===== config.mk =====
export PLATFORM = sky130hd
export DESIGN_NAME = cie_execute
export DESIGN_NICKNAME = d
export VERILOG_FILES = /design/src/design/cie_pkg.sv /design/src/design/cie_execute.sv
export SDC_FILE = /design/constraint.sdc
export NUM_CORES = 1
export LEC_CHECK = 0
export BUFFER_PORTS_ARGS = -buffer_cell sky130_fd_sc_hd__buf_2
export CORE_MARGIN = 5
export CORE_UTILIZATION = 40
export CTS_CLUSTER_SIZE = 10
export DETAILED_ROUTE_END_ITERATION = 10
export MAX_ROUTING_LAYER = met4
export PLACE_DENSITY_LB_ADDON = 0.1
export SLEW_MARGIN = 20
export SYNTH_ARGS = -nofsm -noshare
export SYNTH_HDL_FRONTEND = slang
export SYNTH_SLANG_ARGS = --single-unit

===== constraint.sdc =====
create_clock -name clk -period 8 [get_ports clk]
set_clock_uncertainty 0.2 [all_clocks]
set_input_delay 1.6 -clock clk [delete_from_list [all_inputs] [get_ports clk]]
set_output_delay 1.6 -clock clk [all_outputs]
set_load 0.01 [all_outputs]

===== src/design/cie_pkg.sv =====
// Constants and types shared by the execute block
package cie_pkg;
  localparam int FL_C = 0;
  localparam int FL_Z = 1;
  localparam int FL_N = 2;
  localparam int FL_V = 3;
  localparam int FL_S = 4;
  localparam int FL_H = 5;
  localparam logic [7:0] IO_BIT_MAX = 8'h1f;
  localparam logic [7:0] IO_DED_MAX = 8'h3f;
  localparam logic [7:0] IO_DS_OFFSET = 8'h20;
  localparam logic [7:0] BYTE_ALL = 8'hff;
  localparam logic [7:0] FLAGS_RST = 8'h00;
  localparam logic [15:0] PC_STEP = 16'h0001;
  localparam logic [15:0] PC_SKIP_ONE = 16'h0002;
  localparam logic [15:0] PC_SKIP_TWO = 16'h0003;
  localparam logic [2:0] CYC_ONE = 3'h1;
  localparam logic [2:0] CYC_TWO = 3'h2;
  localparam logic [2:0] CYC_THREE = 3'h3;
  localparam logic [2:0] CYC_FOUR = 3'h4;
  typedef enum logic [5:0] {
    OP_PLUS = 6'h00, OP_PLUS_CARRY = 6'h01, OP_DIFF = 6'h02, OP_DIFF_BORROW = 6'h03,
    OP_CONST_DIFF = 6'h04, OP_CONST_DIFF_BORROW = 6'h05, OP_WORD_PLUS_IMM = 6'h06,
    OP_WORD_MINUS_IMM = 6'h07, OP_CONJ = 6'h08, OP_CONJ_IMM = 6'h09, OP_DISJ = 6'h0a,
    OP_DISJ_IMM = 6'h0b, OP_XOR_REGS = 6'h0c, OP_MASK_SET = 6'h0d, OP_MASK_CLEAR = 6'h0e,
    OP_ZERO_MINUS_CHECK = 6'h0f, OP_UPROD = 6'h10, OP_SPROD = 6'h11, OP_MPROD = 6'h12,
    OP_FUPROD = 6'h13, OP_FSPROD = 6'h14, OP_FMPROD = 6'h15, OP_REL_JUMP = 6'h16,
    OP_IND_JUMP = 6'h17, OP_DIR_JUMP = 6'h18, OP_REL_INVOKE = 6'h19, OP_IND_INVOKE = 6'h1a,
    OP_DIR_INVOKE = 6'h1b, OP_CMP_SKIP_EQ = 6'h1c, OP_CMP_REGS = 6'h1d, OP_CMP_BORROW = 6'h1e,
    OP_CMP_IMM = 6'h1f, OP_SKIP_REG_LOW = 6'h20, OP_IO_SET = 6'h21, OP_IO_CLEAR = 6'h22,
    OP_SKIP_IO_HIGH = 6'h23, OP_SKIP_IO_LOW = 6'h24, OP_IO_READ = 6'h25, OP_IO_WRITE = 6'h26,
    OP_DS_READ = 6'h27, OP_DS_WRITE = 6'h28
  } cie_op_t;
  typedef enum logic {ST_IDLE = 1'b0, ST_WAIT = 1'b1} cie_state_t;
endpackage


===== src/design/cie_execute.sv =====
// Instruction execute unit: ALU, multiplier, transfers, skips and I/O access
`timescale 1ns/10ps
// Functional notes
// - Register sums, with or without carry, write result, set Z C N V H, one cycle.
// - Register differences, optional borrow, write result, set Z C N V H, one cycle.
// - Constant differences, optional borrow, write result, set Z C N V H, one cycle.
// - Word add/subtract immediate on register pair, two cycles, set Z C N V S.
// - AND, OR, XOR register and immediate forms store result, set Z N V only.
// - Clear-mask-bits ANDs destination with 0xFF minus mask, sets Z N V.
// - Mask-set ORs destination with constant, sets Z N V, one cycle.
// - Zero-minus check ANDs register with itself, sets Z N V, one cycle.
// - Products write 16 bits to pair 1:0, set only Z C, two cycles.
// - Fractional products shift left one before writing, set Z C, two cycles.
// - Relative transfers load PC plus k plus one; jump 2, invoke 3 cycles.
// - Indirect transfers load PC from Z; jump 2, invoke 3 cycles.
// - Direct transfers load absolute k; jump 3, invoke 4 cycles.
// - Compare-skip-equal skips next on equality, PC plus 2 or 3, no flags.
// - Compares compute difference without storing, set Z N V C H, one cycle.
// - Skip-on-register-bit-low skips when bit b is zero, no flags changed.
// - Single-bit I/O set, clear and skip allowed only up to address 0x1F.
// - Single-bit I/O set and clear touch only the addressed bit.
// - Dedicated I/O access covers 0x00-0x3F; data space uses address plus 0x20.
// - Extended I/O 0x60-0xFF reachable only through data-space access.
module cie_execute
  import cie_pkg::*;
(
  input wire logic clk,
  input wire logic rst,
  input wire logic opValid,
  input wire cie_op_t opCode,
  input wire logic [7:0] opA,
  input wire logic [7:0] opB,
  input wire logic [7:0] pairHi,
  input wire logic [7:0] imm,
  input wire logic [2:0] bitSel,
  input wire logic [15:0] pcIn,
  input wire logic [15:0] zPtr,
  input wire logic [11:0] relOffset,
  input wire logic [15:0] absAddr,
  input wire logic nextTwoWord,
  input wire logic [7:0] ioAddrIn,
  input wire logic [7:0] ioRdData,
  output logic ready,
  output logic done,
  output logic resWr,
  output logic [7:0] resData,
  output logic wordWr,
  output logic [15:0] wordData,
  output logic prodWr,
  output logic [15:0] prodData,
  output logic pcLoad,
  output logic [15:0] pcNext,
  output logic stackPush,
  output logic [15:0] retAddr,
  output logic ioWr,
  output logic [7:0] ioAddr,
  output logic [7:0] ioWrMask,
  output logic [7:0] ioWrData,
  output logic ioErr,
  output logic [7:0] flags
);
  function automatic logic isBitIo(cie_op_t op);
    return op inside {OP_IO_SET, OP_IO_CLEAR, OP_SKIP_IO_HIGH, OP_SKIP_IO_LOW};
  endfunction
  function automatic logic isDedIo(cie_op_t op);
    return op inside {OP_IO_READ, OP_IO_WRITE};
  endfunction
  function automatic logic cInUsed(cie_op_t op);
    return op inside {OP_DIFF_BORROW, OP_CONST_DIFF_BORROW, OP_CMP_BORROW};
  endfunction

  cie_state_t stateQ;
  logic [2:0] remQ;
  logic doneQ, pResQ, pWordQ, pProdQ, pPushQ, pIoQ, pErrQ;
  logic [7:0] resDataQ, ioAddrQ, ioMaskQ, ioDataQ, flagsQ, flPendQ;
  logic [15:0] wordDataQ, prodDataQ, pcNextQ, retAddrQ;

  logic [7:0] bSel, res8, flD, mask1;
  logic cIn, hAdd, vAdd, hSub, vSub, skip, wrRes, wrWord, wrProd, push, ioW, ioE;
  logic [8:0] sum9, dif9;
  logic [15:0] w16, prod16, pcD, retD, pcRel;
  logic [17:0] prod18;
  logic [8:0] aX, bX;
  logic [2:0] cyc;
  logic accept, finish;

  assign ready = (stateQ == ST_IDLE);
  assign accept = opValid && ready;
  assign finish = (accept && cyc == CYC_ONE) || (stateQ == ST_WAIT && remQ == CYC_ONE);

  always_comb
  begin
    bSel = (opCode inside {OP_CONST_DIFF, OP_CONST_DIFF_BORROW, OP_CONJ_IMM, OP_DISJ_IMM,
      OP_MASK_SET, OP_CMP_IMM}) ? imm : opB;
    if (opCode == OP_MASK_CLEAR)
      bSel = BYTE_ALL - imm;
    if (opCode == OP_ZERO_MINUS_CHECK)
      bSel = opA;
    cIn = flagsQ[FL_C] && (opCode inside {OP_PLUS_CARRY, OP_DIFF_BORROW, OP_CONST_DIFF_BORROW,
      OP_CMP_BORROW});
    sum9 = {1'b0, opA} + {1'b0, bSel} + {8'h00, cIn};
    dif9 = {1'b0, opA} - {1'b0, bSel} - {8'h00, cIn};
    hAdd = (opA[3] & bSel[3]) | (bSel[3] & ~sum9[3]) | (~sum9[3] & opA[3]);
    vAdd = (opA[7] & bSel[7] & ~sum9[7]) | (~opA[7] & ~bSel[7] & sum9[7]);
    hSub = (~opA[3] & bSel[3]) | (bSel[3] & dif9[3]) | (dif9[3] & ~opA[3]);
    vSub = (opA[7] & ~bSel[7] & ~dif9[7]) | (~opA[7] & bSel[7] & dif9[7]);
    // Low byte is the named even register, high byte the next one
    w16 = (opCode == OP_WORD_PLUS_IMM) ? {pairHi, opA} + {10'h000, imm[5:0]}
                                       : {pairHi, opA} - {10'h000, imm[5:0]};
    aX = (opCode inside {OP_SPROD, OP_MPROD, OP_FSPROD, OP_FMPROD}) ? {opA[7], opA} : {1'b0, opA};
    bX = (opCode inside {OP_SPROD, OP_FSPROD}) ? {opB[7], opB} : {1'b0, opB};
    prod18 = 18'($signed(aX) * $signed(bX));
    prod16 = (opCode inside {OP_FUPROD, OP_FSPROD, OP_FMPROD}) ? {prod18[14:0], 1'b0}
                                                             : prod18[15:0];
    pcRel = pcIn + {{4{relOffset[11]}}, relOffset} + PC_STEP;
    mask1 = 8'h01 << bitSel;
    flD = flagsQ;
    res8 = opA;
    pcD = pcIn + PC_STEP;
    retD = pcIn + PC_STEP;
    cyc = CYC_ONE;
    skip = 1'b0;
    wrRes = 1'b0;
    wrWord = 1'b0;
    wrProd = 1'b0;
    push = 1'b0;
    ioW = 1'b0;
    ioE = 1'b0;
    unique case (opCode)
      OP_PLUS, OP_PLUS_CARRY:
      begin
        res8 = sum9[7:0];
        wrRes = 1'b1;
        flD[FL_H] = hAdd;
        flD[FL_V] = vAdd;
        flD[FL_N] = sum9[7];
        flD[FL_Z] = (sum9[7:0] == 8'h00);
        flD[FL_C] = sum9[8];
      end
      OP_DIFF, OP_DIFF_BORROW, OP_CONST_DIFF, OP_CONST_DIFF_BORROW, OP_CMP_REGS, OP_CMP_BORROW,
      OP_CMP_IMM:
      begin
        res8 = dif9[7:0];
        wrRes = !(opCode inside {OP_CMP_REGS, OP_CMP_BORROW, OP_CMP_IMM});
        flD[FL_H] = hSub;
        flD[FL_V] = vSub;
        flD[FL_N] = dif9[7];
        flD[FL_C] = dif9[8];
        // Borrow forms keep Z only while every byte so far was zero
        flD[FL_Z] = (dif9[7:0] == 8'h00) && (!cInUsed(opCode) || flagsQ[FL_Z]);
      end
      OP_WORD_PLUS_IMM, OP_WORD_MINUS_IMM:
      begin
        cyc = CYC_TWO;
        wrWord = 1'b1;
        flD[FL_N] = w16[15];
        flD[FL_Z] = (w16 == 16'h0000);
        if (opCode == OP_WORD_PLUS_IMM)
        begin
          flD[FL_V] = ~pairHi[7] & w16[15];
          flD[FL_C] = ~w16[15] & pairHi[7];
        end
        else
        begin
          flD[FL_V] = pairHi[7] & ~w16[15];
          flD[FL_C] = w16[15] & ~pairHi[7];
        end
        flD[FL_S] = flD[FL_N] ^ flD[FL_V];
      end
      OP_CONJ, OP_CONJ_IMM, OP_DISJ, OP_DISJ_IMM, OP_XOR_REGS, OP_MASK_SET, OP_MASK_CLEAR,
      OP_ZERO_MINUS_CHECK:
      begin
        if (opCode inside {OP_DISJ, OP_DISJ_IMM, OP_MASK_SET})
          res8 = opA | bSel;
        else if (opCode == OP_XOR_REGS)
          res8 = opA ^ bSel;
        else
          res8 = opA & bSel;
        wrRes = 1'b1;
        flD[FL_V] = 1'b0;
        flD[FL_N] = res8[7];
        flD[FL_Z] = (res8 == 8'h00);
      end
      OP_UPROD, OP_SPROD, OP_MPROD, OP_FUPROD, OP_FSPROD, OP_FMPROD:
      begin
        cyc = CYC_TWO;
        wrProd = 1'b1;
        flD[FL_C] = prod18[15];
        flD[FL_Z] = (prod16 == 16'h0000);
      end
      OP_REL_JUMP, OP_REL_INVOKE:
      begin
        pcD = pcRel;
        push = (opCode == OP_REL_INVOKE);
        cyc = push ? CYC_THREE : CYC_TWO;
      end
      OP_IND_JUMP, OP_IND_INVOKE:
      begin
        pcD = zPtr;
        push = (opCode == OP_IND_INVOKE);
        cyc = push ? CYC_THREE : CYC_TWO;
      end
      OP_DIR_JUMP, OP_DIR_INVOKE:
      begin
        pcD = absAddr;
        push = (opCode == OP_DIR_INVOKE);
        retD = pcIn + PC_SKIP_ONE;
        cyc = push ? CYC_FOUR : CYC_THREE;
      end
      OP_CMP_SKIP_EQ:
        skip = (opA == opB);
      OP_SKIP_REG_LOW:
        skip = !opA[bitSel];
      OP_SKIP_IO_HIGH, OP_SKIP_IO_LOW:
      begin
        ioE = (ioAddrIn > IO_BIT_MAX);
        skip = !ioE && (ioRdData[bitSel] == (opCode == OP_SKIP_IO_HIGH));
      end
      OP_IO_SET, OP_IO_CLEAR:
      begin
        cyc = CYC_TWO;
        ioE = (ioAddrIn > IO_BIT_MAX);
        ioW = !ioE;
      end
      OP_IO_READ, OP_IO_WRITE:
      begin
        ioE = (ioAddrIn > IO_DED_MAX);
        ioW = !ioE && (opCode == OP_IO_WRITE);
        wrRes = !ioE && (opCode == OP_IO_READ);
        res8 = ioRdData;
      end
      OP_DS_READ, OP_DS_WRITE:
      begin
        cyc = CYC_TWO;
        ioW = (opCode == OP_DS_WRITE);
        wrRes = (opCode == OP_DS_READ);
        res8 = ioRdData;
      end
    endcase
    if (skip)
    begin
      pcD = pcIn + (nextTwoWord ? PC_SKIP_TWO : PC_SKIP_ONE);
      cyc = nextTwoWord ? CYC_THREE : CYC_TWO;
    end
  end

  always_ff @(posedge clk)
  begin
    if (rst)
    begin
      stateQ <= ST_IDLE;
      remQ <= CYC_ONE;
    end
    else if (accept && cyc != CYC_ONE)
    begin
      stateQ <= ST_WAIT;
      remQ <= cyc - CYC_ONE;
    end
    else if (stateQ == ST_WAIT)
    begin
      remQ <= remQ - CYC_ONE;
      if (remQ == CYC_ONE)
        stateQ <= ST_IDLE;
    end
  end

  // Results are captured at acceptance and released on the final cycle
  always_ff @(posedge clk)
  begin
    if (rst)
    begin
      {pResQ, pWordQ, pProdQ, pPushQ, pIoQ, pErrQ} <= 6'h00;
      resDataQ <= 8'h00;
      wordDataQ <= 16'h0000;
      prodDataQ <= 16'h0000;
      pcNextQ <= 16'h0000;
      retAddrQ <= 16'h0000;
      ioAddrQ <= 8'h00;
      ioMaskQ <= 8'h00;
      ioDataQ <= 8'h00;
      flPendQ <= FLAGS_RST;
    end
    else if (accept)
    begin
      {pResQ, pWordQ, pProdQ, pPushQ, pIoQ, pErrQ} <= {wrRes, wrWord, wrProd, push, ioW, ioE};
      resDataQ <= res8;
      wordDataQ <= w16;
      prodDataQ <= prod16;
      pcNextQ <= pcD;
      retAddrQ <= retD;
      // Dedicated forms reach data space at the I/O number plus the offset
      ioAddrQ <= (isBitIo(opCode) || isDedIo(opCode)) ? ioAddrIn + IO_DS_OFFSET : ioAddrIn;
      // Per-bit enable keeps write-one-to-clear flags in the same byte intact
      ioMaskQ <= isBitIo(opCode) ? mask1 : BYTE_ALL;
      ioDataQ <= (opCode == OP_IO_SET) ? mask1 : (opCode == OP_IO_CLEAR) ? 8'h00 : opA;
      flPendQ <= flD;
    end
  end

  always_ff @(posedge clk)
  begin
    if (rst)
    begin
      doneQ <= 1'b0;
      flagsQ <= FLAGS_RST;
    end
    else
    begin
      doneQ <= finish;
      if (finish)
        flagsQ <= accept ? flD : flPendQ;
    end
  end

  assign done = doneQ;
  assign resWr = doneQ && pResQ;
  assign wordWr = doneQ && pWordQ;
  assign prodWr = doneQ && pProdQ;
  assign stackPush = doneQ && pPushQ;
  assign ioWr = doneQ && pIoQ;
  assign ioErr = doneQ && pErrQ;
  assign pcLoad = doneQ;
  assign resData = resDataQ;
  assign wordData = wordDataQ;
  assign prodData = prodDataQ;
  assign pcNext = pcNextQ;
  assign retAddr = retAddrQ;
  assign ioAddr = ioAddrQ;
  assign ioWrMask = ioMaskQ;
  assign ioWrData = ioDataQ;
  assign flags = flagsQ;

  AST_SUM_ONE: assert property (@(posedge clk) disable iff (rst)
    accept && opCode == OP_PLUS |=> resWr && resData == 8'($past(opA) + $past(opB)))
    else $error("sum result wrong or late");
  AST_DIFF_CARRY: assert property (@(posedge clk) disable iff (rst)
    accept && opCode == OP_DIFF |=> flags[FL_C] == ($past(opA) < $past(opB)))
    else $error("difference carry wrong");
  AST_CONST_DIFF: assert property (@(posedge clk) disable iff (rst)
    accept && opCode == OP_CONST_DIFF |=> resWr && resData == 8'($past(opA) - $past(imm)))
    else $error("constant difference wrong");
  AST_WORD_TWO: assert property (@(posedge clk) disable iff (rst)
    accept && opCode == OP_WORD_PLUS_IMM |=> !done ##1 wordWr)
    else $error("word op not two cycles");
  AST_LOGIC_FLAGS: assert property (@(posedge clk) disable iff (rst)
    accept && opCode == OP_XOR_REGS |=> !flags[FL_V] && flags[FL_C] == $past(flags[FL_C]))
    else $error("logic op flags wrong");
  AST_PROD: assert property (@(posedge clk) disable iff (rst)
    accept && opCode == OP_UPROD |=> !prodWr ##1 prodWr && prodData == $past(16'(opA) * 16'(opB), 2))
    else $error("product wrong or mistimed");
  AST_DIR_JUMP: assert property (@(posedge clk) disable iff (rst)
    accept && opCode == OP_DIR_JUMP |=> !pcLoad [*2] ##1 pcLoad && pcNext == $past(absAddr, 3))
    else $error("direct jump wrong or mistimed");
  AST_IO_BIT_RANGE: assert property (@(posedge clk) disable iff (rst)
    accept && opCode == OP_IO_SET && ioAddrIn > IO_BIT_MAX |=> ##1 ioErr && !ioWr)
    else $error("bit op beyond range not refused");
  AST_IO_ONE_BIT: assert property (@(posedge clk) disable iff (rst)
    accept && opCode == OP_IO_CLEAR && ioAddrIn <= IO_BIT_MAX |=> ##1 ioWr && $onehot(ioWrMask))
    else $error("bit op touches more than one bit");
endmodule


=== After elaboration in Yosys (flattened, before gate mapping) ===
Index checks and enable logic that the tools add are counted.

* Add/subtract/negate cells: 15
* Multiply operators: 1
* Order comparisons: 3
* Equality and inequality tests: 45
* Shift-type cells: 1
* Multiplexer cells: 50
* Bitwise logic cells: 35
* Reduce and logical (&&, ||, !) cells: 56

{| class="wikitable"
|+ Operator list
! cell !! number
|-
| $eq A6 B5 Y1 const B || 16
|-
| $mux W8 || 11
|-
| $mux W16 || 4
|-
| $eq A6 B6 Y1 const B || 9
|-
| $eq A6 B4 Y1 const B || 8
|-
| $pmux W16 S3 || 1
|-
| $add A16 B1 Y16 const B || 2
|-
| $logic_not A16 Y1 || 2
|-
| $pmux W8 S4 || 1
|-
| $eq A6 B3 Y1 const B || 4
|-
| $logic_not A8 Y1 || 3
|-
| $mux W9 || 2
|-
| $reduce_or A2 Y1 || 9
|-
| $add A16 B16 Y16 || 1
|-
| $add A16 B2 Y16 || 1
|-
| $add A16 B2 Y16 const B || 1
|-
| $add A16 B6 Y16 || 1
|-
| $and A1 B1 Y1 || 16
|-
| $mul A9 B9 Y16 || 1
|-
| $sub A16 B6 Y16 || 1
|-
| $logic_and A1 B1 Y1 || 15
|-
| $mux W1 || 15
|-
| $eq A6 B2 Y1 const B || 2
|-
| $mux W3 || 4
|-
| 42 further kinds || 76
|}

* Flip-flop bits (word level): 123
* Bits of input ports: 121
* Output and inout bits: 113
* Word-level logic and storage cells: 225

=== Longest topological paths before layout ===
Gate-level depths: netlist (run 1).

* Word-level depth: 13
* Gate-level depth with buffers: 26
* Gate-level depth less buffers: 24

=== Worst setup path after synthesis (run 1) ===
Ideal clock, no wire load.

* Path type: input to register
* From: input port opCode[1]
* To: register flagsQ[0], in the netlist flags[0]
* Data arrival time: 7.393 ns
* Required time: 7.714 ns
* Slack: 0.322 ns
* Stages: 26
* Path buffers: 2
* Cells stage by stage: clkbuf_1 clkbuf_1 o21ai_0 and3_1 and2_1 nand2_1 inv_1 fa_1 inv_1 fa_1 inv_1 fa_1 inv_1 fa_1 fa_1 inv_1 ha_1 nand3_1 o211ai_1 o41ai_1 o21ai_0 xnor2_1 or4_1 o2111ai_1 a21oi_1 a211oi_1

* Word-level cells in the longest chain between the ends: 9
* Elaborated cells on any way between the ends: 78

{| class="wikitable"
|+ Ends and longest elaborated chain
! element !! RTL line !! RTL
|-
| start, declared || cie_execute.sv:30 || <nowiki>input wire cie_op_t opCode,</nowiki>
|-
| $eq A6 B3 Y1, or another cell as far along || cie_execute.sv:93, cie_execute.sv:129 ||
|-
| $reduce_bool A6 Y1 || cie_execute.sv:93 || <nowiki>bSel = (opCode inside {OP_CONST_DIFF, OP_CONST_DIFF_BORROW, OP_CONJ_IMM, OP_DISJ_IMM,</nowiki>
|-
| $mux W8 || cie_execute.sv:94 || <nowiki>OP_MASK_SET, OP_CMP_IMM}) ? imm : opB;</nowiki>
|-
| $mux W8 || cie_execute.sv:95 || <nowiki>if (opCode == OP_MASK_CLEAR)</nowiki>
|-
| $mux W8 || cie_execute.sv:97 || <nowiki>if (opCode == OP_ZERO_MINUS_CHECK)</nowiki>
|-
| $sub A8 B8 Y9 or $add A8 B8 Y9 (tied branches) || cie_execute.sv:102, cie_execute.sv:101 ||
|-
| $sub A9 B1 Y9 or $add A9 B1 Y9 (tied branches) || cie_execute.sv:102, cie_execute.sv:101 ||
|-
| $pmux W1 S4 || cie_execute.sv:129 || <nowiki>unique case (opCode)</nowiki>
|-
| $mux W8 || - ||
|-
| end signal, assigned || cie_execute.sv:311 || <nowiki>flagsQ <= accept ? flD : flPendQ;</nowiki>
|-
| end, declared || cie_execute.sv:75 || <nowiki>logic [7:0] resDataQ, ioAddrQ, ioMaskQ, ioDataQ, flagsQ, flPendQ;</nowiki>
|}

Parallel ways exist; a longest one is shown, timed or not.
A chain may end at the register's enable or synchronous reset.

=== Worst setup path in the final report (run 1) ===
* From: input port opCode[0]
* To: register flagsQ[0], in the netlist flags[0]

Same word-level chain as after synthesis.

==> qor.txt, run 1 <==
DP HPWL - 38400 um
Setup repair bufs after CTS - 0
Max_slew headroom - 0.257
Via count - 13500
Clk_lat worst skew - 0.43 ns
Gr usage total - 0.259
Die height - 194 um
IO Pins - 234
Cell taking the most area after synthesis - dfxtp_1
Share of cells above drive strength 1 - 0.177
Syn avg cell area - 7.73 sq um
Number of synthesized flops with an enable pin - 0
Yosys top cell area share - 0.182
Yosys cell types - 92
Largest net degree at the start of global routing - 93
Drt pass-1 iters - 6
Worst Setup Path Type - in2reg
Synth Instances - 1748
Vias in the first global route - 13100
Count of final hold-check violations - 0
GR Overflow Total - 0
Nets - 2236
Worst Hold Launch - prodData[0]
Clock slew at reported path FFs - 0.06 ns
Most frequent cells in the layout - 232 x buf_2, 185 x nand2_1, 171 x nor2_1, 143 x inv_1, 123 x dfxtp_1
Detailed-route vias per instance - 5.63
Post-Place Cell Area - 15100 sq um
Power Total - 0.00298 W
Fmax - 0.132 GHz
Post-CTS sizing - 0
Commonest non-fill, non-tap cell in the layout - buf_2
Routed WL - 49000 um
Top Family by Delay on Critical Path - adder cells
Core footprint - 33400 sq um
Synth Warn # - 0
Area growth syn-to-layout - 16.7%
Crit start category - input port
Ys flop type - dfxtp_1
R2R Path Start - flags[0]
Post-layout instance area - 15800 sq um
Iteration-0 DRC Markers - 1082
CP Depth - 25
CP endpoint kind - flop
Post-route DRC violation count - 0
Crit path buf inv count - 6
Leak - 7.01 nW
Status - finished clean
Initial antenna violation count - 3
Maximum VDD drop - 0.000162 V
Power Dens Cells - 189 nW/um^2
CTS Hold Bufs - 0
Number of levels in the clock H-tree - 4
Input/output buffers - 233
Die area - 37600 sq um
Fin crit share - 0.944
Sink of the worst hold path - prodData[0]
Worst-path maximum fanout - 3
Max Slew Vio Count - 0
Routed length per instance - 20.5 um
Async set-reset flop share out of synthesis - 0
Synth top area cells - dfxtp_1 18%, ha_1 11%, fa_1 10%
CTS Buf Count - 17
Hold/Removal Path Class - reg2reg
Post-synthesis cell area - 13500 sq um
RSZ-0062 raised after global routing - false
CTS sink count - 123
Final Setup Violations - 0
Root Buffer - clkbuf_16
Die X - 194 um
Crit path max-delay cell type - fa_1
Post-synthesis sequential area ratio - 0.182
Worst Hold Depth - 2
Placed cells - 2359
Least-Margin Pin Slew - 1.11 ns
Register bit count reported by yosys - 123
Maximum Capacitance Violations - 0
Setup WS post-layout - 0.446 ns
Required time of the critical path - 8.12 ns
RePlAce Congestion - 0.948
RR Endpoint - flags[3]
Setup TNS - 0 ns
CTS tree - built
Final Critical Period - 7.55 ns
Worst slack, placed - 0.0580 ns
Starting Density - 0.404
R2R setup slack - 4.08 ns
Rows - 67
First-pass GRT wire length - 75500 um
CP arrival - 7.67 ns
Antenna-violating nets left - 0
Clk buf depth - 2
Syn Nets - 2054
Non-Filler Instances - 2393
Critical Path Max Stage Delay - 0.51 ns
Cells on worst reg2reg path - 13
-- power breakdown --
part | total (W) | switching, W | internal, W | leakage (nW)
Sequential | 0.000727 | 0.0000440 | 0.000683 | 1.01
Combinational | 0.00138 | 0.000831 | 0.000549 | 5.68
Clock | 0.000869 | 0.000306 | 0.000563 | 0.317
Total | 0.00298 | 0.00118 | 0.00179 | 7.01
-- how the worst max path moves through the flow --
| stage | slack, ns | endpoint | start |
|---|---|---|---|
| 3_3_place_gp | 0.14 | flags[0] | opCode[0] |
| 6_report | 0.45 | flags[0] | opCode[0] |
| 3_5_place_dp | 0.06 | flags[0] | opCode[0] |
| 2_1_floorplan | 0.32 | flags[0] | opCode[1] |
| 4_1_cts | 0.49 | flags[0] | opCode[0] |
| 5_1_grt | 0.17 | flags[1] | opCode[3] |
-- worst register-to-register path, stage by stage (launching register included) --
cell and delay, ns:
dfxtp_1 0.38, nand3_1 0.25, inv_1 0.14, fa_1 0.49
ha_1 0.21, o21ai_0 0.26, a211oi_1 0.18, a21o_1 0.22
a21oi_1 0.24, xor2_1 0.33, mux2i_1 0.26, o221ai_1 0.13
o31a_1 0.36, a21o_1 0.17
-- synth_stat cells, types with 19 or more instances --
master and instances:
nor2_1 171, a22oi_1 19, nand2b_1 26, dfxtp_1 123, inv_1 143, xor2_1 39
o211ai_1 25, and2_1 69, a21o_1 20, a211oi_1 33, nand2_1 186, fa_1 70
o21ai_0 65, a21oi_1 112, xnor2_1 54, nand3_1 40, nor3_1 45, clkbuf_1 79
ha_1 115, mux2i_1 20
-- flip-flops by register name (all words and copies together), names as in the netlist, 3 cells and up --
signal,flops
ioWrData,8
remQ,3
flPendQ,8
prodData,16
flags,8
ioWrMask,8
wordData,16
ioAddr,8
pcNext,16
retAddr,16
resData,8
-- kinds of logic after synthesis --
| group | Yosys count | synth area share |
|---|---|---|
| adder cells (fa/ha/maj) | 185 | 0.210 |
| multiplexers | 28 | 0.0248 |
| AO/OA/AOI/OAI | 429 | 0.220 |
| AND/OR/NAND/NOR | 641 | 0.231 |
| XOR/XNOR | 93 | 0.0603 |
| buffers and inverters | 249 | 0.0719 |
| flip-flops | 123 | 0.182 |
-- per-stage QoR --
stage               hold WS (ns)   util
CTS                        0.250  0.471
finish                     0.249  0.471
floorplan                  0.227      -
global placement           0.239  0.452
detailed placement         0.242  0.452
global route               0.273  0.471
-- layer usage --
layer,vias up,share of wire,global-route usage
met2,453,0.46,0.408
met4,0,0.031,0.0758
met1,6429,0.44,0.339
met3,72,0.068,0.0513
li1,6515,-,-
met5,-,0,-
-- cell type report --
cell class                 count  area, sq um
tap                          448          561
timing repair buffer         268         1430
sequential                   123         2460
clock inverter                13          215
fill                        3455        17700
inverter                     144          541
antenna                        3         7.51
multi-input combinational   1376        10100
clock buffer                  18          439
No activity file was read; power rests on OpenSTA's default activity.
==> run 2: changes to the inputs <==
--- a/config.mk
+++ b/config.mk
@@ -11,7 +11,7 @@
 export CTS_CLUSTER_SIZE = 10
 export DETAILED_ROUTE_END_ITERATION = 10
 export MAX_ROUTING_LAYER = met4
-export PLACE_DENSITY_LB_ADDON = 0.1
+export PLACE_DENSITY = 0.61
 export SLEW_MARGIN = 20
 export SYNTH_ARGS = -nofsm -noshare
 export SYNTH_HDL_FRONTEND = slang
==> run 2 against run 1 <==
Routed wire length decreased by 0.65%. Utilization decreased by 0.22 points. Via count increased by 0.57%. Global-route usage about the same. Critical path type unchanged. Critical endpoint unchanged. Largest cell class unchanged. Largest power group unchanged.
==> qor.txt, run 2 (synthesis gave the netlist of run 1 again) <==
Setup repair bufs after CTS - 0 (unchanged)
Starting Density - 0.404 (unchanged)
Fmax - 0.133 GHz (+0.31%)
Area growth syn-to-layout - 16.1%
Initial antenna violation count - 3 (unchanged)
Detailed-route vias per instance - 5.66 (+0.53%)
Iteration-0 DRC Markers - 1164 (+7.6%)
Final Critical Period - 7.53 ns (-0.0232 ns)
Sw Share - 0.405 (+0.00836)
Required time of the critical path - 8.13 ns (about the same)
Worst-path maximum fanout - 4 (+1)
Max Slew Vio Count - 0 (unchanged)
Fin crit share - 0.941 (-0.00290)
Maximum VDD drop - 0.000168 V (+3.2%)
Status - finished clean
Post-CTS sizing - 0 (unchanged)
Root Buffer - clkbuf_16
Count of final hold-check violations - 0 (unchanged)
Routed WL - 48600 um (-0.65%)
Post-route DRC violation count - 0 (unchanged)
Routed length per instance - 20.3 um (-0.69%)
Antenna-violating nets left - 0 (unchanged)
Least-Margin Pin Slew - 1.06 ns (-0.0511 ns)
Worst Hold Depth - 2 (unchanged)
CP arrival - 7.66 ns (about the same)
Power Dens Cells - 182 nW/um^2 (-3.7%)
Flop pwr share - 0.256 (+0.012)
Most frequent cells in the layout - 232 x buf_2, 185 x nand2_1, 171 x nor2_1, 143 x inv_1, 123 x dfxtp_1
Gr usage total - 0.259 (-0.000286)
Commonest non-fill, non-tap cell in the layout - buf_2
Clk buf depth - 2 (unchanged)
First-pass GRT wire length - 75600 um (+0.14%)
Int Power - 0.00170 W (-5.4%)
RePlAce Congestion - 0.972 (+2.5%)
Setup TNS - 0 ns (unchanged)
Crit start category - input port
Largest net degree at the start of global routing - 86 (-7.5%)
RSZ-0062 raised after global routing - false
Maximum Capacitance Violations - 0 (unchanged)
Net Sw Power - 0.00116 W (-2.1%)
CTS sink count - 123 (unchanged)
Nets - 2235 (-0.045%)
CTS Buf Count - 17 (unchanged)
Cells on worst reg2reg path - 13 (unchanged)
Vias in the first global route - 13400 (+2.1%)
Clk network pwr share - 0.264 (-0.028)
Share of cells above drive strength 1 - 0.177 (-0.000515)
Combinational Power Share - 0.480 (+0.016)
Number of levels in the clock H-tree - 4 (unchanged)
CTS tree - built
Input/output buffers - 233 (unchanged)
Via count - 13500 (+0.57%)
DP HPWL - 38500 um (about the same)
Max_slew headroom - 0.294 (+0.0364)
Clock slew at reported path FFs - 0.06 ns (about the same)
Hold/Removal Path Class - reg2reg
CP endpoint kind - flop
Worst Setup Path Type - in2reg
Core footprint - 33400 sq um (unchanged)
Die X - 194 um (unchanged)
Die height - 194 um (unchanged)
IO Pins - 234 (unchanged)
Rows - 67 (unchanged)
Util after Layout - 0.469 (-0.00217)
Final Setup Violations - 0 (unchanged)
Clk_lat worst skew - 0.41 ns (-0.02 ns)
GR Overflow Total - 0 (unchanged)
Leak - 6.96 nW (-0.73%)
CTS Hold Bufs - 0 (unchanged)
Die area - 37600 sq um (unchanged)
Drt pass-1 iters - 5 (-1)
[run 2: cell count changes in the layout (fill, tap and decap cells not counted), moves of 2 or more]
cell	previous run	this run
clkinvlp_4	1	5
clkbuf_1	0	2
clkbuf_8	1	5
inv_6	3	0
bufinv_16	5	1
[run 2: per-layer routing]
layer	track usage	vias up	part of all wire
met4	0.0965	0	0.040
met5	-	-	0
met1	0.334	6489	0.43
met2	0.399	473	0.45
li1	-	6491	-
met3	0.0587	93	0.078
[run 2: metrics by stage]
| stage | total power, W | hold slack, ns | instances | setup WS [ns] | cell area, sq um |
|---|---|---|---|---|---|
| 6_report | 0.00285 | 0.252 | 2394 | 0.469 | 15700 |
| 5_1_grt | 0.00309 | 0.279 | 2393 | 0.112 | 15700 |
| 3_3_place_gp | 0.00209 | 0.239 | 2358 | 0.201 | 15100 |
| 3_5_place_dp | 0.00210 | 0.248 | 2358 | 0.122 | 15100 |
| 4_1_cts | 0.00287 | 0.255 | 2390 | 0.529 | 15700 |
| 2_1_floorplan | 0.00170 | 0.227 | 1748 | 0.322 | 13500 |
[run 2: cell type report]
type	count	area [sq um]
Antenna cell	4	10.0
Clock buffer	24	502
Clock inverter	8	85.1
Fill cell	3392	17800
Inverter	144	541
Multi-Input combinational cell	1376	10100
Sequential cell	123	2460
Tap cell	448	561
Timing Repair Buffer	267	1420
[run 2: critical path, stage by stage]
cell and delay, ns:
buf_2 0.12, or3_1 0.39, and3_1 0.20, and2_1 0.17
nand2_1 0.08, inv_1 0.05, fa_1 0.48, inv_1 0.05
fa_1 0.49, inv_1 0.05, fa_1 0.47, inv_1 0.06
fa_1 0.49, fa_1 0.52, inv_1 0.04, ha_1 0.32
nand3_1 0.09, o211ai_1 0.12, o41ai_1 0.47, o21ai_0 0.22
xnor2_1 0.22, or4_1 0.44, o2111ai_1 0.13, a21oi_1 0.12
a211oi_1 0.27
[run 2: final timing paths]
path / endpoint / slack, ns / from
max: flags[0] / 0.47 / opCode[0]
min: prodData[0] / 0.25 / prodData[0]
max reg2reg: flags[3] / 3.98 / flags[0]
min reg2reg: prodData[0] / 0.25 / prodData[0]
[run 2: power groups by stage]
| stage | Sequential [W] | Clock, W | Combinational, W |
|---|---|---|---|
| after floorplan | 0.000758 | 0 | 0.000941 |
| after global placement | 0.000743 | 0 | 0.00135 |
| after detailed placement | 0.000743 | 0 | 0.00136 |
| after CTS | 0.000730 | 0.000767 | 0.00137 |
| after global routing | 0.000737 | 0.000796 | 0.00156 |
| final | 0.000731 | 0.000753 | 0.00137 |
==> run 3: changes to the inputs <==
--- a/config.mk
+++ b/config.mk
@@ -12,7 +12,9 @@
 export DETAILED_ROUTE_END_ITERATION = 10
 export MAX_ROUTING_LAYER = met4
 export PLACE_DENSITY = 0.61
+export RECOVER_POWER = 100
 export SLEW_MARGIN = 20
 export SYNTH_ARGS = -nofsm -noshare
 export SYNTH_HDL_FRONTEND = slang
 export SYNTH_SLANG_ARGS = --single-unit
+export TNS_END_PERCENT = 5
==> constraint.sdc (replaced) <==
create_clock -name clk -period 6.3 [get_ports clk]
set_clock_uncertainty 0.2 [all_clocks]
set_input_delay 1.26 -clock clk [delete_from_list [all_inputs] [get_ports clk]]
set_output_delay 1.26 -clock clk [all_outputs]
set_load 0.01 [all_outputs]
==> run 3 against run 2 <==
The flow now finishes with violations (capacitance limit, slew limit, setup timing). Register-to-register slack worse by 1.6 ns. Combinational power grew 60%. Routed wire length up 3.3%. Final area rose by 5.4%. First-iteration DRC count decreased by 2.1%. Sequential power is 27% higher. Cell count is 4.3% higher. Largest cell class unchanged.
==> qor.txt, run 3 (synthesis gave the netlist of run 1 again) <==
Clk_lat worst skew - 0.42 ns (about the same)
Maximum VDD drop - 0.000171 V (+1.8%)
Input/output buffers - 233 (unchanged)
Post-route DRC violation count - 0 (unchanged)
Die X - 194 um (unchanged)
Drt pass-1 iters - 6 (+1)
Clk buf depth - 2 (unchanged)
RePlAce Congestion - 0.953 (-1.9%)
Routed length per instance - 20.1 um (-0.99%)
Util after Layout - 0.494 (+0.0251)
Fill count - 3334 (-1.7%)
Largest net degree at the start of global routing - 94 (+9.3%)
Initial antenna violation count - 5 (+2)
R2R Path Start - flags[0]
Count of final hold-check violations - 0 (unchanged)
Area growth syn-to-layout - 22.4%
Worst-path maximum fanout - 4 (unchanged)
Sink of the worst hold path - pPushQ
CP Cell Sequence - buf_2, nor3b_4, buf_4, nand4b_1, nor2_1, fa_1, fa_1, fa_1, inv_1, fa_1, fa_1, inv_2, ha_4, nand3_2, o211ai_1, buf_4, o41ai_4, o21ai_2, xnor2_2, or4_1, o2111ai_2, a21oi_2, a211oi_2
Setup TNS - -1.35 ns (-1.35 ns)
Final Setup Violations - 7 (+7)
Commonest non-fill, non-tap cell in the layout - nand2_1
Die height - 194 um (unchanged)
Least-Margin Pin Slew - 1.65 ns (+0.591 ns)
Rows - 67 (unchanged)
CP arrival - 6.77 ns (-0.89 ns)
Iteration-0 DRC Markers - 1140 (-2.1%)
Maximum Capacitance Violations - 1 (+1)
CTS Hold Bufs - 0 (unchanged)
Routed WL - 50200 um (+3.3%)
Non-Filler Instances - 2497 (+4.3%)
Hold/Removal Path Class - reg2reg
Top Family by Delay on Critical Path - adder cells
First-pass GRT wire length - 78400 um (+3.7%)
IO Pins - 234 (unchanged)
CTS Buf Count - 17 (unchanged)
Number of levels in the clock H-tree - 4 (unchanged)
Nets - 2337 (+4.6%)
Gr usage total - 0.267 (+0.00823)
RR Endpoint - flags[3]
CTS sink count - 123 (unchanged)
DP HPWL - 40200 um (+4.5%)
Most frequent CP cell - fa_1
Die area - 37600 sq um (unchanged)
Area occupied by multi-input gates - 10200 sq um (+1.2%)
Root Buffer - clkbuf_16
Status - complete, but fails checks
Crit path buf inv count - 5 (-1)
Leak - 7.08 nW (+1.7%)
Most frequent cells in the layout - 183 x nand2_1, 170 x nor2_1, 141 x inv_1, 127 x clkbuf_1, 123 x dfxtp_1
Max Slew Vio Count - 12 (+12)
Power Dens Cells - 260 nW/um^2 (+43%)
R2R setup slack - 2.37 ns (-1.61 ns)
Worst Hold Launch - pPushQ
Sequential cell area - 2460 sq um (unchanged)
Worst Setup Path Type - in2reg
Failing checks - capacitance limit, slew limit, setup timing
Critical Path Max Stage Delay - 0.54 ns (+0.02 ns)
Crit start category - input port
Cells on worst reg2reg path - 13 (unchanged)
Setup WS post-layout - -0.335 ns (-0.804 ns)
Worst Hold Depth - 2 (unchanged)
Fin crit share - 1.05
Antenna-violating nets left - 0 (unchanged)
GR Overflow Total - 0 (unchanged)
Crit path max-delay cell type - fa_1
Final Critical Period - 6.64 ns
Starting Density - 0.404 (unchanged)
Fmax - 0.151 GHz
CTS tree - built
Vias in the first global route - 14000 (+4.7%)
RSZ-0062 raised after global routing - true
Core footprint - 33400 sq um (unchanged)
CP endpoint kind - flop
Clock slew at reported path FFs - 0.06 ns (about the same)
Share of cells above drive strength 1 - 0.167 (-0.00979)
Placed cells - 2455 (+4.1%)
Detailed-route vias per instance - 5.63 (-0.43%)
Hold WS - 0.251 ns (-0.00144 ns)
Required time of the critical path - 6.43 ns (-1.70 ns)
Max_slew headroom - -0.109 (-0.402)
Via count - 14100 (+3.9%)
## run 3: changes by cell type in the layout (fill, tap and decap cells not counted), moves of 3 or more
| cell | change |
|---|---|
| clkbuf_1 | +125 |
| ha_4 | +3 |
| bufinv_16 | +6 |
| clkbuf_4 | +6 |
| buf_2 | -115 |
| ha_1 | -5 |
| clkinvlp_4 | -3 |
| and2_1 | -3 |
| buf_4 | +84 |
## run 3: final cells by class
cell class | count | share of cell area
multi-input cells | 1376 | 0.619
clock inverters | 10 | 0.0142
clock buffers | 22 | 0.0293
inverters | 144 | 0.0327
well taps | 448 | 0.0339
diodes | 5 | 0.000757
flip-flops and latches | 123 | 0.149
repair buffers | 369 | 0.121
## run 3: how the worst max path moves through the flow
stage	from	end	slack [ns]	cells after the start
6_report	opCode[5]	flags[0]	-0.34	23
3_5_place_dp	opCode[2]	flags[0]	-0.92	25
3_3_place_gp	opCode[2]	flags[0]	-0.78	25
5_1_grt	opCode[5]	flags[1]	-0.57	22
4_1_cts	opCode[2]	flags[0]	-0.30	26
2_1_floorplan	opCode[2]	flags[0]	-0.53	25
## run 3: per-layer routing
metal	up-vias	GRT usage	routed length [um]
li1	6706	-	-
met1	6704	0.344	21900
met2	566	0.425	23100
met3	92	0.0525	3470
met4	0	0.0842	1770
met5	-	-	0
## run 3: worst reg2reg max path, delay by kind of cell, from the launching register on
family          cells  cell delay (ns)
compound gates      7             1.53
mux                 1             0.35
flops               1             0.43
simple gates        1             0.24
xor+xnor            1             0.24
buf+inv             1             0.13
fa+ha+maj           2             0.72
## run 3: stage by stage
step                cell area [sq um]  total power [W]  setup WS [ns]
floorplan                       13600          0.00217         -0.535
global placement                15900          0.00298         -0.778
detailed placement              15900          0.00300         -0.920
CTS                             16700          0.00427         -0.301
global route                    16500          0.00461         -0.574
finish                          16500          0.00430         -0.335
## run 3: power breakdown
group / switching [W] / internal [W] / total (W)
sequential: 0.0000627 / 0.000867 / 0.000930
clock: 0.000362 / 0.000825 / 0.00119
combinational: 0.00119 / 0.000995 / 0.00219
## run 3: timing repair
item	in CTS	in global routing
setup endpoints to repair	7	11
resized for setup	20	11
buffers inserted	5	0
pin swaps	15	3
